===== src/modbus_slave_consts.vh =====
// Constants for the Modbus slave request handler: codes, sizes and states.
`ifndef MODBUS_SLAVE_CONSTS_VH
`define MODBUS_SLAVE_CONSTS_VH

`define FC_READ_HOLD     8'h03
`define FC_WRITE_MULTI   8'h10
`define FC_ACCESS_LOG    8'h46
`define FC_EXC_FLAG      8'h80
`define BCAST_ADDR       8'h00

`define EXC_NONE         8'h00
`define EXC_ILL_FUNC     8'h01
`define EXC_ILL_ADDR     8'h02
`define EXC_ILL_VALUE    8'h03

`define MIN_FRAME_LEN    9'h004
`define READ_QUERY_LEN   9'h008
`define WRITE_HDR_LEN    9'h009
`define LOG_QUERY_LEN    9'h004
`define MAX_POINTS       16'h007D
`define RX_DEPTH         9'h104
`define TX_DEPTH         9'h0FD
`define WDATA_BASE       9'h007
`define RDATA_BASE       8'h03
`define SHORT_RESP_LEN   8'h06
`define EXC_RESP_LEN     8'h03

`define CRC_INIT         16'hFFFF
`define CRC_POLY         16'hA001

`define ST_IDLE          3'h0
`define ST_DECODE        3'h1
`define ST_ACC_REQ       3'h2
`define ST_ACC_WAIT      3'h3
`define ST_FINISH        3'h4
`define ST_SEND          3'h5
`define ST_CRC_LO        3'h6
`define ST_CRC_HI        3'h7

`endif


===== src/crc16_acc.v =====
// Running Modbus CRC-16 accumulator, one byte per enable.
`timescale 1ns/1ns
`include "modbus_slave_consts.vh"

module crc16_acc (
   input  wire        clock,
   input  wire        rst_n,
   input  wire        clear,
   input  wire        en,
   input  wire [7:0]  data,
   output reg  [15:0] crc_r
);

   function [15:0] crc_step;
      input [15:0] c_in;
      input [7:0]  d;
      reg   [15:0] c;
      integer      i;
      begin
         c = c_in ^ {8'h00, d};
         for (i = 0; i < 8; i = i + 1) begin
            if (c[0])
               c = (c >> 1) ^ `CRC_POLY;
            else
               c = c >> 1;
         end
         crc_step = c;
      end
   endfunction

   // Clear wins over enable so a new frame never inherits old residue.
   always @(posedge clock or negedge rst_n) begin
      if (!rst_n)
         crc_r <= `CRC_INIT;
      else if (clear)
         crc_r <= `CRC_INIT;
      else if (en)
         crc_r <= crc_step(crc_r, data);
   end

endmodule


===== src/modbus_slave_access_log_and_errors.v =====
// Modbus RTU slave request handler with access log and exception replies.
`timescale 1ns/1ns
`include "modbus_slave_consts.vh"

module modbus_slave_access_log_and_errors (
   input  wire        clock,
   input  wire        resetn,
   input  wire [7:0]  slave_addr,
   input  wire [7:0]  rx_data,
   input  wire        rx_valid,
   input  wire        rx_parity_err,
   input  wire        rx_framing_err,
   input  wire        rx_overrun_err,
   input  wire        rx_frame_end,
   input  wire        tx_ready,
   input  wire [15:0] acc_rdata,
   input  wire        acc_ok,
   input  wire        acc_value_bad,
   output reg  [7:0]  tx_data_r,
   output reg         tx_valid_r,
   output reg         acc_req_r,
   output reg         acc_we_r,
   output reg  [15:0] acc_addr_r,
   output reg  [15:0] acc_wdata_r,
   output reg  [15:0] comm_error_counter_r,
   output reg         rx_error_r,
   output reg         busy_r
);

   function [15:0] be16;
      input [7:0] hi;
      input [7:0] lo;
      begin
         be16 = {hi, lo};
      end
   endfunction

   ////////////////////////////////////////////////////////////////////////
   reg  [1:0]  rst_sync_r;
   wire        rst_n;

   always @(posedge clock or negedge resetn) begin
      if (!resetn)
         rst_sync_r <= 2'h0;
      else
         rst_sync_r <= {rst_sync_r[0], 1'b1};
   end
   assign rst_n = rst_sync_r[1];

   ////////////////////////////////////////////////////////////////////////
   reg  [7:0]  rx_mem [0:`RX_DEPTH-1];
   reg  [7:0]  tx_mem [0:`TX_DEPTH-1];
   reg  [2:0]  state_r;
   reg  [8:0]  rx_cnt_r;
   reg  [8:0]  frame_len_r;
   reg         rx_err_r;
   reg         rx_ovf_r;
   reg         busy_drop_r;
   reg  [7:0]  func_r;
   reg  [7:0]  exc_r;
   reg  [15:0] start_r;
   reg  [15:0] count_r;
   reg  [6:0]  idx_r;
   reg  [7:0]  ok_cnt_r;
   reg  [15:0] first_ok_r;
   reg  [15:0] log_start_r;
   reg  [7:0]  log_count_r;
   reg  [7:0]  tx_len_r;
   reg  [7:0]  sidx_r;
   reg         bcast_r;

   wire [15:0] rx_crc;
   wire [15:0] tx_crc;
   wire        rx_take;
   reg         tx_crc_en;
   reg  [7:0]  tx_crc_byte;
   wire        tracked;
   wire [7:0]  final_exc;
   wire        frame_bad;
   wire [15:0] q_start;
   wire [15:0] q_count;
   wire [8:0]  wr_len;
   wire [8:0]  wr_pos;

   assign rx_take   = rx_valid && (state_r == `ST_IDLE) && !busy_drop_r;
   assign q_start   = be16(rx_mem[2], rx_mem[3]);
   assign q_count   = be16(rx_mem[4], rx_mem[5]);
   assign wr_len    = `WRITE_HDR_LEN + {q_count[7:0], 1'b0};
   assign wr_pos    = `WDATA_BASE + {1'b0, idx_r, 1'b0};
   assign tracked   = (func_r == `FC_READ_HOLD) ||
                      (func_r == `FC_WRITE_MULTI);
   // A tracked request that reached no register at all is an address error.
   assign final_exc = (exc_r != `EXC_NONE) ? exc_r :
                      (tracked && ok_cnt_r == 8'h00) ? `EXC_ILL_ADDR :
                      `EXC_NONE;
   assign frame_bad = rx_err_r || rx_ovf_r ||
                      (rx_cnt_r < `MIN_FRAME_LEN) ||
                      (rx_crc != 16'h0000);

   crc16_acc u_rx_crc (
      .clock (clock),
      .rst_n (rst_n),
      .clear (rx_frame_end),
      .en    (rx_take),
      .data  (rx_data),
      .crc_r (rx_crc)
   );

   crc16_acc u_tx_crc (
      .clock (clock),
      .rst_n (rst_n),
      .clear (state_r == `ST_FINISH),
      .en    (tx_crc_en),
      .data  (tx_crc_byte),
      .crc_r (tx_crc)
   );

   always @* begin
      tx_crc_en   = (state_r == `ST_SEND) && !tx_valid_r;
      tx_crc_byte = tx_mem[sidx_r];
   end

   ////////////////////////////////////////////////////////////////////////
   always @(posedge clock or negedge rst_n) begin
      if (!rst_n) begin
         state_r              <= `ST_IDLE;
         rx_cnt_r             <= 9'h000;
         frame_len_r          <= 9'h000;
         rx_err_r             <= 1'b0;
         rx_ovf_r             <= 1'b0;
         busy_drop_r          <= 1'b0;
         func_r               <= 8'h00;
         exc_r                <= `EXC_NONE;
         start_r              <= 16'h0000;
         count_r              <= 16'h0000;
         idx_r                <= 7'h00;
         ok_cnt_r             <= 8'h00;
         first_ok_r           <= 16'h0000;
         log_start_r          <= 16'h0000;
         log_count_r          <= 8'h00;
         tx_len_r             <= 8'h00;
         sidx_r               <= 8'h00;
         bcast_r              <= 1'b0;
         tx_data_r            <= 8'h00;
         tx_valid_r           <= 1'b0;
         acc_req_r            <= 1'b0;
         acc_we_r             <= 1'b0;
         acc_addr_r           <= 16'h0000;
         acc_wdata_r          <= 16'h0000;
         comm_error_counter_r <= 16'h0000;
         rx_error_r           <= 1'b0;
         busy_r               <= 1'b0;
      end else begin
         acc_req_r  <= 1'b0;
         rx_error_r <= 1'b0;
         busy_r     <= (state_r != `ST_IDLE);
         // A frame that starts while busy is dropped whole, with no reply.
         if (rx_valid && state_r != `ST_IDLE)
            busy_drop_r <= 1'b1;
         else if (rx_frame_end)
            busy_drop_r <= 1'b0;
         if (rx_take) begin
            if (rx_cnt_r < `RX_DEPTH) begin
               rx_mem[rx_cnt_r] <= rx_data;
               rx_cnt_r         <= rx_cnt_r + 9'h001;
            end else begin
               rx_ovf_r <= 1'b1;
            end
            if (rx_parity_err || rx_framing_err || rx_overrun_err)
               rx_err_r <= 1'b1;
         end
         case (state_r)
            `ST_IDLE: begin
               if (rx_frame_end && !busy_drop_r) begin
                  rx_cnt_r <= 9'h000;
                  rx_err_r <= 1'b0;
                  rx_ovf_r <= 1'b0;
                  if (frame_bad) begin
                     if (rx_cnt_r != 9'h000) begin
                        // Counted and flagged on rx_error_r; the drive keeps running.
                        comm_error_counter_r <= comm_error_counter_r +
                                                16'h0001;
                        rx_error_r           <= 1'b1;
                     end
                  end else if (rx_mem[0] == slave_addr ||
                               rx_mem[0] == `BCAST_ADDR) begin
                     frame_len_r <= rx_cnt_r;
                     state_r     <= `ST_DECODE;
                  end
               end
            end
            `ST_DECODE: begin
               func_r     <= rx_mem[1];
               bcast_r    <= (rx_mem[0] == `BCAST_ADDR);
               start_r    <= q_start;
               count_r    <= q_count;
               idx_r      <= 7'h00;
               ok_cnt_r   <= 8'h00;
               exc_r      <= `EXC_NONE;
               tx_mem[0]  <= rx_mem[0];
               tx_mem[1]  <= rx_mem[1];
               state_r    <= `ST_FINISH;
               case (rx_mem[1])
                  `FC_READ_HOLD: begin
                     tx_mem[2] <= {q_count[6:0], 1'b0};
                     tx_len_r  <= `RDATA_BASE + {q_count[6:0], 1'b0};
                     if (frame_len_r != `READ_QUERY_LEN ||
                         q_count == 16'h0000 || q_count > `MAX_POINTS)
                        exc_r <= `EXC_ILL_VALUE;
                     else
                        state_r <= `ST_ACC_REQ;
                  end
                  `FC_WRITE_MULTI: begin
                     tx_mem[2] <= rx_mem[2];
                     tx_mem[3] <= rx_mem[3];
                     tx_mem[4] <= rx_mem[4];
                     tx_mem[5] <= rx_mem[5];
                     tx_len_r  <= `SHORT_RESP_LEN;
                     if (q_count == 16'h0000 || q_count > `MAX_POINTS ||
                         frame_len_r != wr_len ||
                         rx_mem[6] != {q_count[6:0], 1'b0})
                        exc_r <= `EXC_ILL_VALUE;
                     else
                        state_r <= `ST_ACC_REQ;
                  end
                  `FC_ACCESS_LOG: begin
                     // Broadcast of this query is left to the master to avoid.
                     tx_mem[2] <= log_start_r[15:8];
                     tx_mem[3] <= log_start_r[7:0];
                     tx_mem[4] <= 8'h00;
                     tx_mem[5] <= log_count_r;
                     tx_len_r  <= `SHORT_RESP_LEN;
                     if (frame_len_r != `LOG_QUERY_LEN)
                        exc_r <= `EXC_ILL_VALUE;
                  end
                  default:
                     exc_r <= `EXC_ILL_FUNC;
               endcase
            end
            `ST_ACC_REQ: begin
               acc_req_r   <= 1'b1;
               acc_we_r    <= (func_r == `FC_WRITE_MULTI);
               // Wire addresses pass through already offset by 40001.
               acc_addr_r  <= start_r + {9'h000, idx_r};
               acc_wdata_r <= be16(rx_mem[wr_pos], rx_mem[wr_pos + 9'h001]);
               state_r     <= `ST_ACC_WAIT;
            end
            `ST_ACC_WAIT: begin
               if (!acc_we_r) begin
                  tx_mem[`RDATA_BASE + {idx_r, 1'b0}] <=
                     acc_ok ? acc_rdata[15:8] : 8'h00;
                  tx_mem[`RDATA_BASE + {idx_r, 1'b0} + 8'h01] <=
                     acc_ok ? acc_rdata[7:0] : 8'h00;
               end
               if (acc_ok) begin
                  ok_cnt_r <= ok_cnt_r + 8'h01;
                  if (ok_cnt_r == 8'h00)
                     first_ok_r <= acc_addr_r;
               end
               if (acc_we_r && acc_value_bad) begin
                  exc_r   <= `EXC_ILL_VALUE;
                  state_r <= `ST_FINISH;
               end else if ({9'h000, idx_r} == count_r - 16'h0001) begin
                  state_r <= `ST_FINISH;
               end else begin
                  idx_r   <= idx_r + 7'h01;
                  state_r <= `ST_ACC_REQ;
               end
            end
            `ST_FINISH: begin
               if (func_r != `FC_ACCESS_LOG) begin
                  if (tracked && final_exc == `EXC_NONE) begin
                     log_start_r <= first_ok_r;
                     log_count_r <= ok_cnt_r;
                  end else begin
                     log_start_r <= 16'h0000;
                     log_count_r <= 8'h00;
                  end
               end
               if (final_exc != `EXC_NONE) begin
                  tx_mem[1] <= func_r | `FC_EXC_FLAG;
                  tx_mem[2] <= final_exc;
                  tx_len_r  <= `EXC_RESP_LEN;
               end
               sidx_r  <= 8'h00;
               state_r <= bcast_r ? `ST_IDLE : `ST_SEND;
            end
            `ST_SEND: begin
               if (!tx_valid_r) begin
                  tx_data_r  <= tx_mem[sidx_r];
                  tx_valid_r <= 1'b1;
               end else if (tx_ready) begin
                  tx_valid_r <= 1'b0;
                  sidx_r     <= sidx_r + 8'h01;
                  if (sidx_r == tx_len_r - 8'h01)
                     state_r <= `ST_CRC_LO;
               end
            end
            `ST_CRC_LO: begin
               if (!tx_valid_r) begin
                  tx_data_r  <= tx_crc[7:0];
                  tx_valid_r <= 1'b1;
               end else if (tx_ready) begin
                  tx_valid_r <= 1'b0;
                  state_r    <= `ST_CRC_HI;
               end
            end
            `ST_CRC_HI: begin
               if (!tx_valid_r) begin
                  tx_data_r  <= tx_crc[15:8];
                  tx_valid_r <= 1'b1;
               end else if (tx_ready) begin
                  tx_valid_r <= 1'b0;
                  state_r    <= `ST_IDLE;
               end
            end
            default:
               state_r <= `ST_IDLE;
         endcase
      end
   end

endmodule


===== config.mk =====
export PLATFORM = sky130hd
export DESIGN_NAME = modbus_slave_access_log_and_errors
export DESIGN_NICKNAME = d
export VERILOG_FILES = /design/src/crc16_acc.v /design/src/modbus_slave_access_log_and_errors.v
export VERILOG_INCLUDE_DIRS = /design/src
export SDC_FILE = /design/constraint.sdc
export NUM_CORES = 2
export LEC_CHECK = 0
export ABC_CLOCK_PERIOD_IN_PS = 6800
export BUFFER_PORTS_ARGS = -buffer_cell sky130_fd_sc_hd__buf_2
export CAP_MARGIN = 15
export CORE_MARGIN = 1
export CORE_UTILIZATION = 57
export CTS_CLUSTER_SIZE = 8
export DETAILED_ROUTE_END_ITERATION = 10
export PLACE_DENSITY_LB_ADDON = 0.12
export REMOVE_ABC_BUFFERS = 1
export SLEW_MARGIN = 15
export SYNTH_ARGS = -nofsm -noshare
export SYNTH_HDL_FRONTEND = slang
export SYNTH_MEMORY_MAX_BITS = 65536
export SYNTH_SLANG_ARGS = --single-unit
export TNS_END_PERCENT = 10

===== constraint.sdc =====
create_clock -name clock -period 6.8 [get_ports clock]
set_input_delay 0.34 -clock clock [delete_from_list [all_inputs] [get_ports clock]]
set_output_delay 0.34 -clock clock [all_outputs]
set_load 0.01 [all_outputs]

==> flow_summary.json <==
{
  "vdd_drop_max_v": 0.000863,
  "skew_ps": 70.2,
  "p_int_w": 0.0568,
  "grt_pass1_vias": 92900,
  "gp_congestion": 0.959,
  "fin_crit_sh": 0.849,
  "numCtsBuffers": 619,
  "p_seq_frac": 0.380,
  "worstSetupPathType": "flip-flop to flip-flop",
  "largest-register": "rx_mem",
  "synthesis.area_sq_um": 174000,
  "dp.final_hpwl_mm": 298,
  "core.rowCount": 202,
  "final_cell_mix": "4160 x edfxtp_1, 1072 x mux4_2, 653 x nor2_1",
  "htree_num_levels": 6,
  "syn_inst": 8682,
  "cp.depth": 12,
  "power.switching_w": 0.0241,
  "r2r_setup_slack_ps": 1030,
  "gr-total-overflow": 0,
  "nets": 9301,
  "top_regs": "rx_mem: 2112 flops, tx_mem: 2048 flops",
  "drtAntennaViolNets": 0,
  "num_vias": 91600,
  "r2r_start": "sidx_r[0]$_DFFE_PN0P_",
  "rsz0062_at_grt": "false",
  "worstMarginPinSlew_ps": 1290,
  "grt_max_degree": 179,
  "cts_tree": "built",
  "cp_top_family": "XOR/XNOR gates",
  "slew_violations": 0,
  "ys_seq_area_frac": 0.751,
  "ff2ff_path_depth": 12,
  "design.core.area_sq_um": 303000,
  "r2r-end": "u_tx_crc.crc_r[0]$_DFFE_PN1P_",
  "synth-edff-count": 4160,
  "start_util": 0.574,
  "clk_pin_slew_ps": 60,
  "first_iter_violations": 12600,
  "grt_pass1_wl_mm": 698,
  "setup_violations": 0,
  "grt_usage": 0.322,
  "viasPerCell": 6.81,
  "antenna_found_initial": 21,
  "clk_path_buf_depth": 4,
  "arrival_ps": 6770,
  "p_comb_frac": 0.274,
  "path_max_fanout": 33,
  "synthDistinctLibCells": 88,
  "status": "completed",
  "p_leak_nw": 63.6,
  "die_x_um": 555,
  "cp-startpoint": "sidx_r[0]$_DFFE_PN0P_",
  "p_sw_frac": 0.297,
  "startpoint_type": "flip-flop",
  "cts.repair.resized": 0,
  "clockRootBuffer": "clkbuf_16",
  "whs_ps": 36.7,
  "synth_area_per_cell_sq_um": 20.1,
  "yosysWarnings": 0,
  "path_buf_inv": 2,
  "final.setup.tns_ps": 0,
  "final_cells": 13500,
  "finalCriticalPeriod_ps": 5770,
  "max_freq_ghz": 0.173,
  "post-route-drc-count": 0,
  "io_buffers": 102,
  "io_pins": 103,
  "path_cells": "buf_12 > buf_4 > mux4_2 > mux4_2 > nor2_1 > o32ai_1 > a211oi_1 > xnor2_1 > xnor3_1 > xnor3_2 > xnor3_1 > a21oi_1",
  "endpoint": "u_tx_crc.crc_r[0]$_DFFE_PN1P_",
  "synthArstFlopShare": 0.0530,
  "final_common_cell": "edfxtp_1",
  "die_h_um": 555,
  "dp.cells": 12600,
  "post_dp_cell_area_sq_um": 180000,
  "endpoint_kind": "flip-flop",
  "worst_ep_required_time_ps": 7790,
  "syn2layout_area_growth_pct": 13.5,
  "relSlewSlack": 0.134,
  "cts_setup_buffers": 0,
  "cp_slowest_cell": "dfrtp_4",
  "finalHoldViolCount": 0,
  "clk_latency_ps": 1060,
  "wl_mm": 491,
  "largest_reg_flops": 2112,
  "hp-class": "primary input to flip-flop",
  "cap_violations": 0,
  "clock_power_share": 0.346,
  "dr.pass1.iters": 9,
  "die_area_sq_um": 308000,
  "ys.flop_type": "edfxtp_1",
  "critPathMaxStageDelay_ps": 850,
  "power_w": 0.0809,
  "post-route-cell-area_sq_um": 198000,
  "ys_seq_elements": 4393,
  "power_density_nw_per_um2": 409,
  "cts.sinks": 4393,
  "wl_per_cell_um": 36.5,
  "drive_gt1_frac": 0.241
}
[area by class of cell]
type	count	area [sq um]
Fill cell	19900	106000
Clock buffer	815	16400
Clock inverter	55	1090
Sequential cell	4393	131000
Inverter	39	174
Timing Repair Buffer	380	3150
Multi-Input combinational cell	3799	41100
Antenna cell	6	15.0
Tap cell	3978	4980
[synth_stat cells, types with 10 or more instances]
master | number | area, sq um
xnor2_1 | 106 | 928
and3_1 | 25 | 156
inv_1 | 36 | 135
xor2_1 | 45 | 394
o2111ai_1 | 11 | 96.3
nand3b_1 | 18 | 135
nand2b_1 | 11 | 68.8
clkbuf_1 | 261 | 980
nand4_1 | 27 | 169
edfxtp_1 | 4160 | 125000
nor4_1 | 21 | 131
buf_2 | 51 | 255
dfstp_2 | 32 | 841
mux2i_1 | 265 | 2650
buf_4 | 35 | 263
a22oi_1 | 77 | 578
ha_1 | 26 | 325
and2_1 | 28 | 175
o22ai_1 | 45 | 282
o221ai_1 | 22 | 193
nor3b_1 | 10 | 75.1
o211ai_1 | 22 | 165
nand3_1 | 88 | 440
o31ai_1 | 15 | 113
a31oi_1 | 18 | 113
mux2_2 | 77 | 867
a221oi_1 | 32 | 280
mux4_1 | 23 | 604
nor3_1 | 42 | 210
a22o_1 | 38 | 333
a21oi_1 | 107 | 536
nand2_1 | 509 | 1910
a211o_1 | 11 | 96.3
nor2_1 | 655 | 2460
a211oi_1 | 23 | 173
dfrtp_1 | 201 | 5030
buf_1 | 82 | 308
o21ai_0 | 177 | 886
buf_6 | 37 | 417
nor2b_1 | 20 | 125
mux4_2 | 1072 | 24100
[kinds of logic (layout without fill, tap and decap cells)]
group | after synthesis | in the layout | share of synthesized area
fa+ha+maj | 27 | 27 | 0.00198
compound gates | 662 | 662 | 0.0254
simple gates | 1485 | 1485 | 0.0361
flops | 4393 | 4393 | 0.751
other cells | 2 | 39 | 0.0000431
mux | 1437 | 1437 | 0.162
xor+xnor | 155 | 155 | 0.00812
buf+inv | 521 | 1289 | 0.0150
[power by group through the flow]
stage	sequential [W]	combinational [W]	clock [W]
2_1_floorplan	0.0317	0.0129	0
3_3_place_gp	0.0312	0.0220	0
3_5_place_dp	0.0312	0.0221	0
4_1_cts	0.0307	0.0222	0.0282
5_1_grt	0.0307	0.0231	0.0293
6_report	0.0307	0.0221	0.0280
[metrics by stage]
stage	worst slack, ps	utilization
after floorplan	-29970	-
after global placement	1220	0.593
after detailed placement	1250	0.593
after CTS	1270	0.652
after global routing	976	0.652
final	1030	0.652
[routing by layer]
metal	wire length, um	up-vias	track usage
met2	235000	5745	0.508
met4	28900	19	0.164
met5	159	-	0
met1	180000	48200	0.433
li1	-	36500	-
met3	47900	1217	0.0644
[worst min-delay path by stage]
| stage | start | endpoint | slack, ps | cells after the start |
|---|---|---|---|---|
| after floorplan | resetn | rst_sync_r[0]$_DFF_PN0_ | 40 | 0 |
| after global placement | resetn | rst_sync_r[0]$_DFF_PN0_ | 130 | 1 |
| after detailed placement | resetn | rst_sync_r[0]$_DFF_PN0_ | 130 | 1 |
| after CTS | acc_rdata[14] | tx_mem[81][6]$_DFFE_PP_ | 1 | 2 |
| after global routing | acc_rdata[0] | tx_mem[2][0]$_DFFE_PP_ | 40 | 3 |
| final | acc_rdata[9] | tx_mem[95][1]$_DFFE_PP_ | 40 | 2 |
[repair_timing]
item	in CTS	in global routing
endpoints found under the setup margin	0	0
hold buffers	24	0
hold endpoints to repair	234	0
Note: power is estimated with default switching activity, not from simulation.
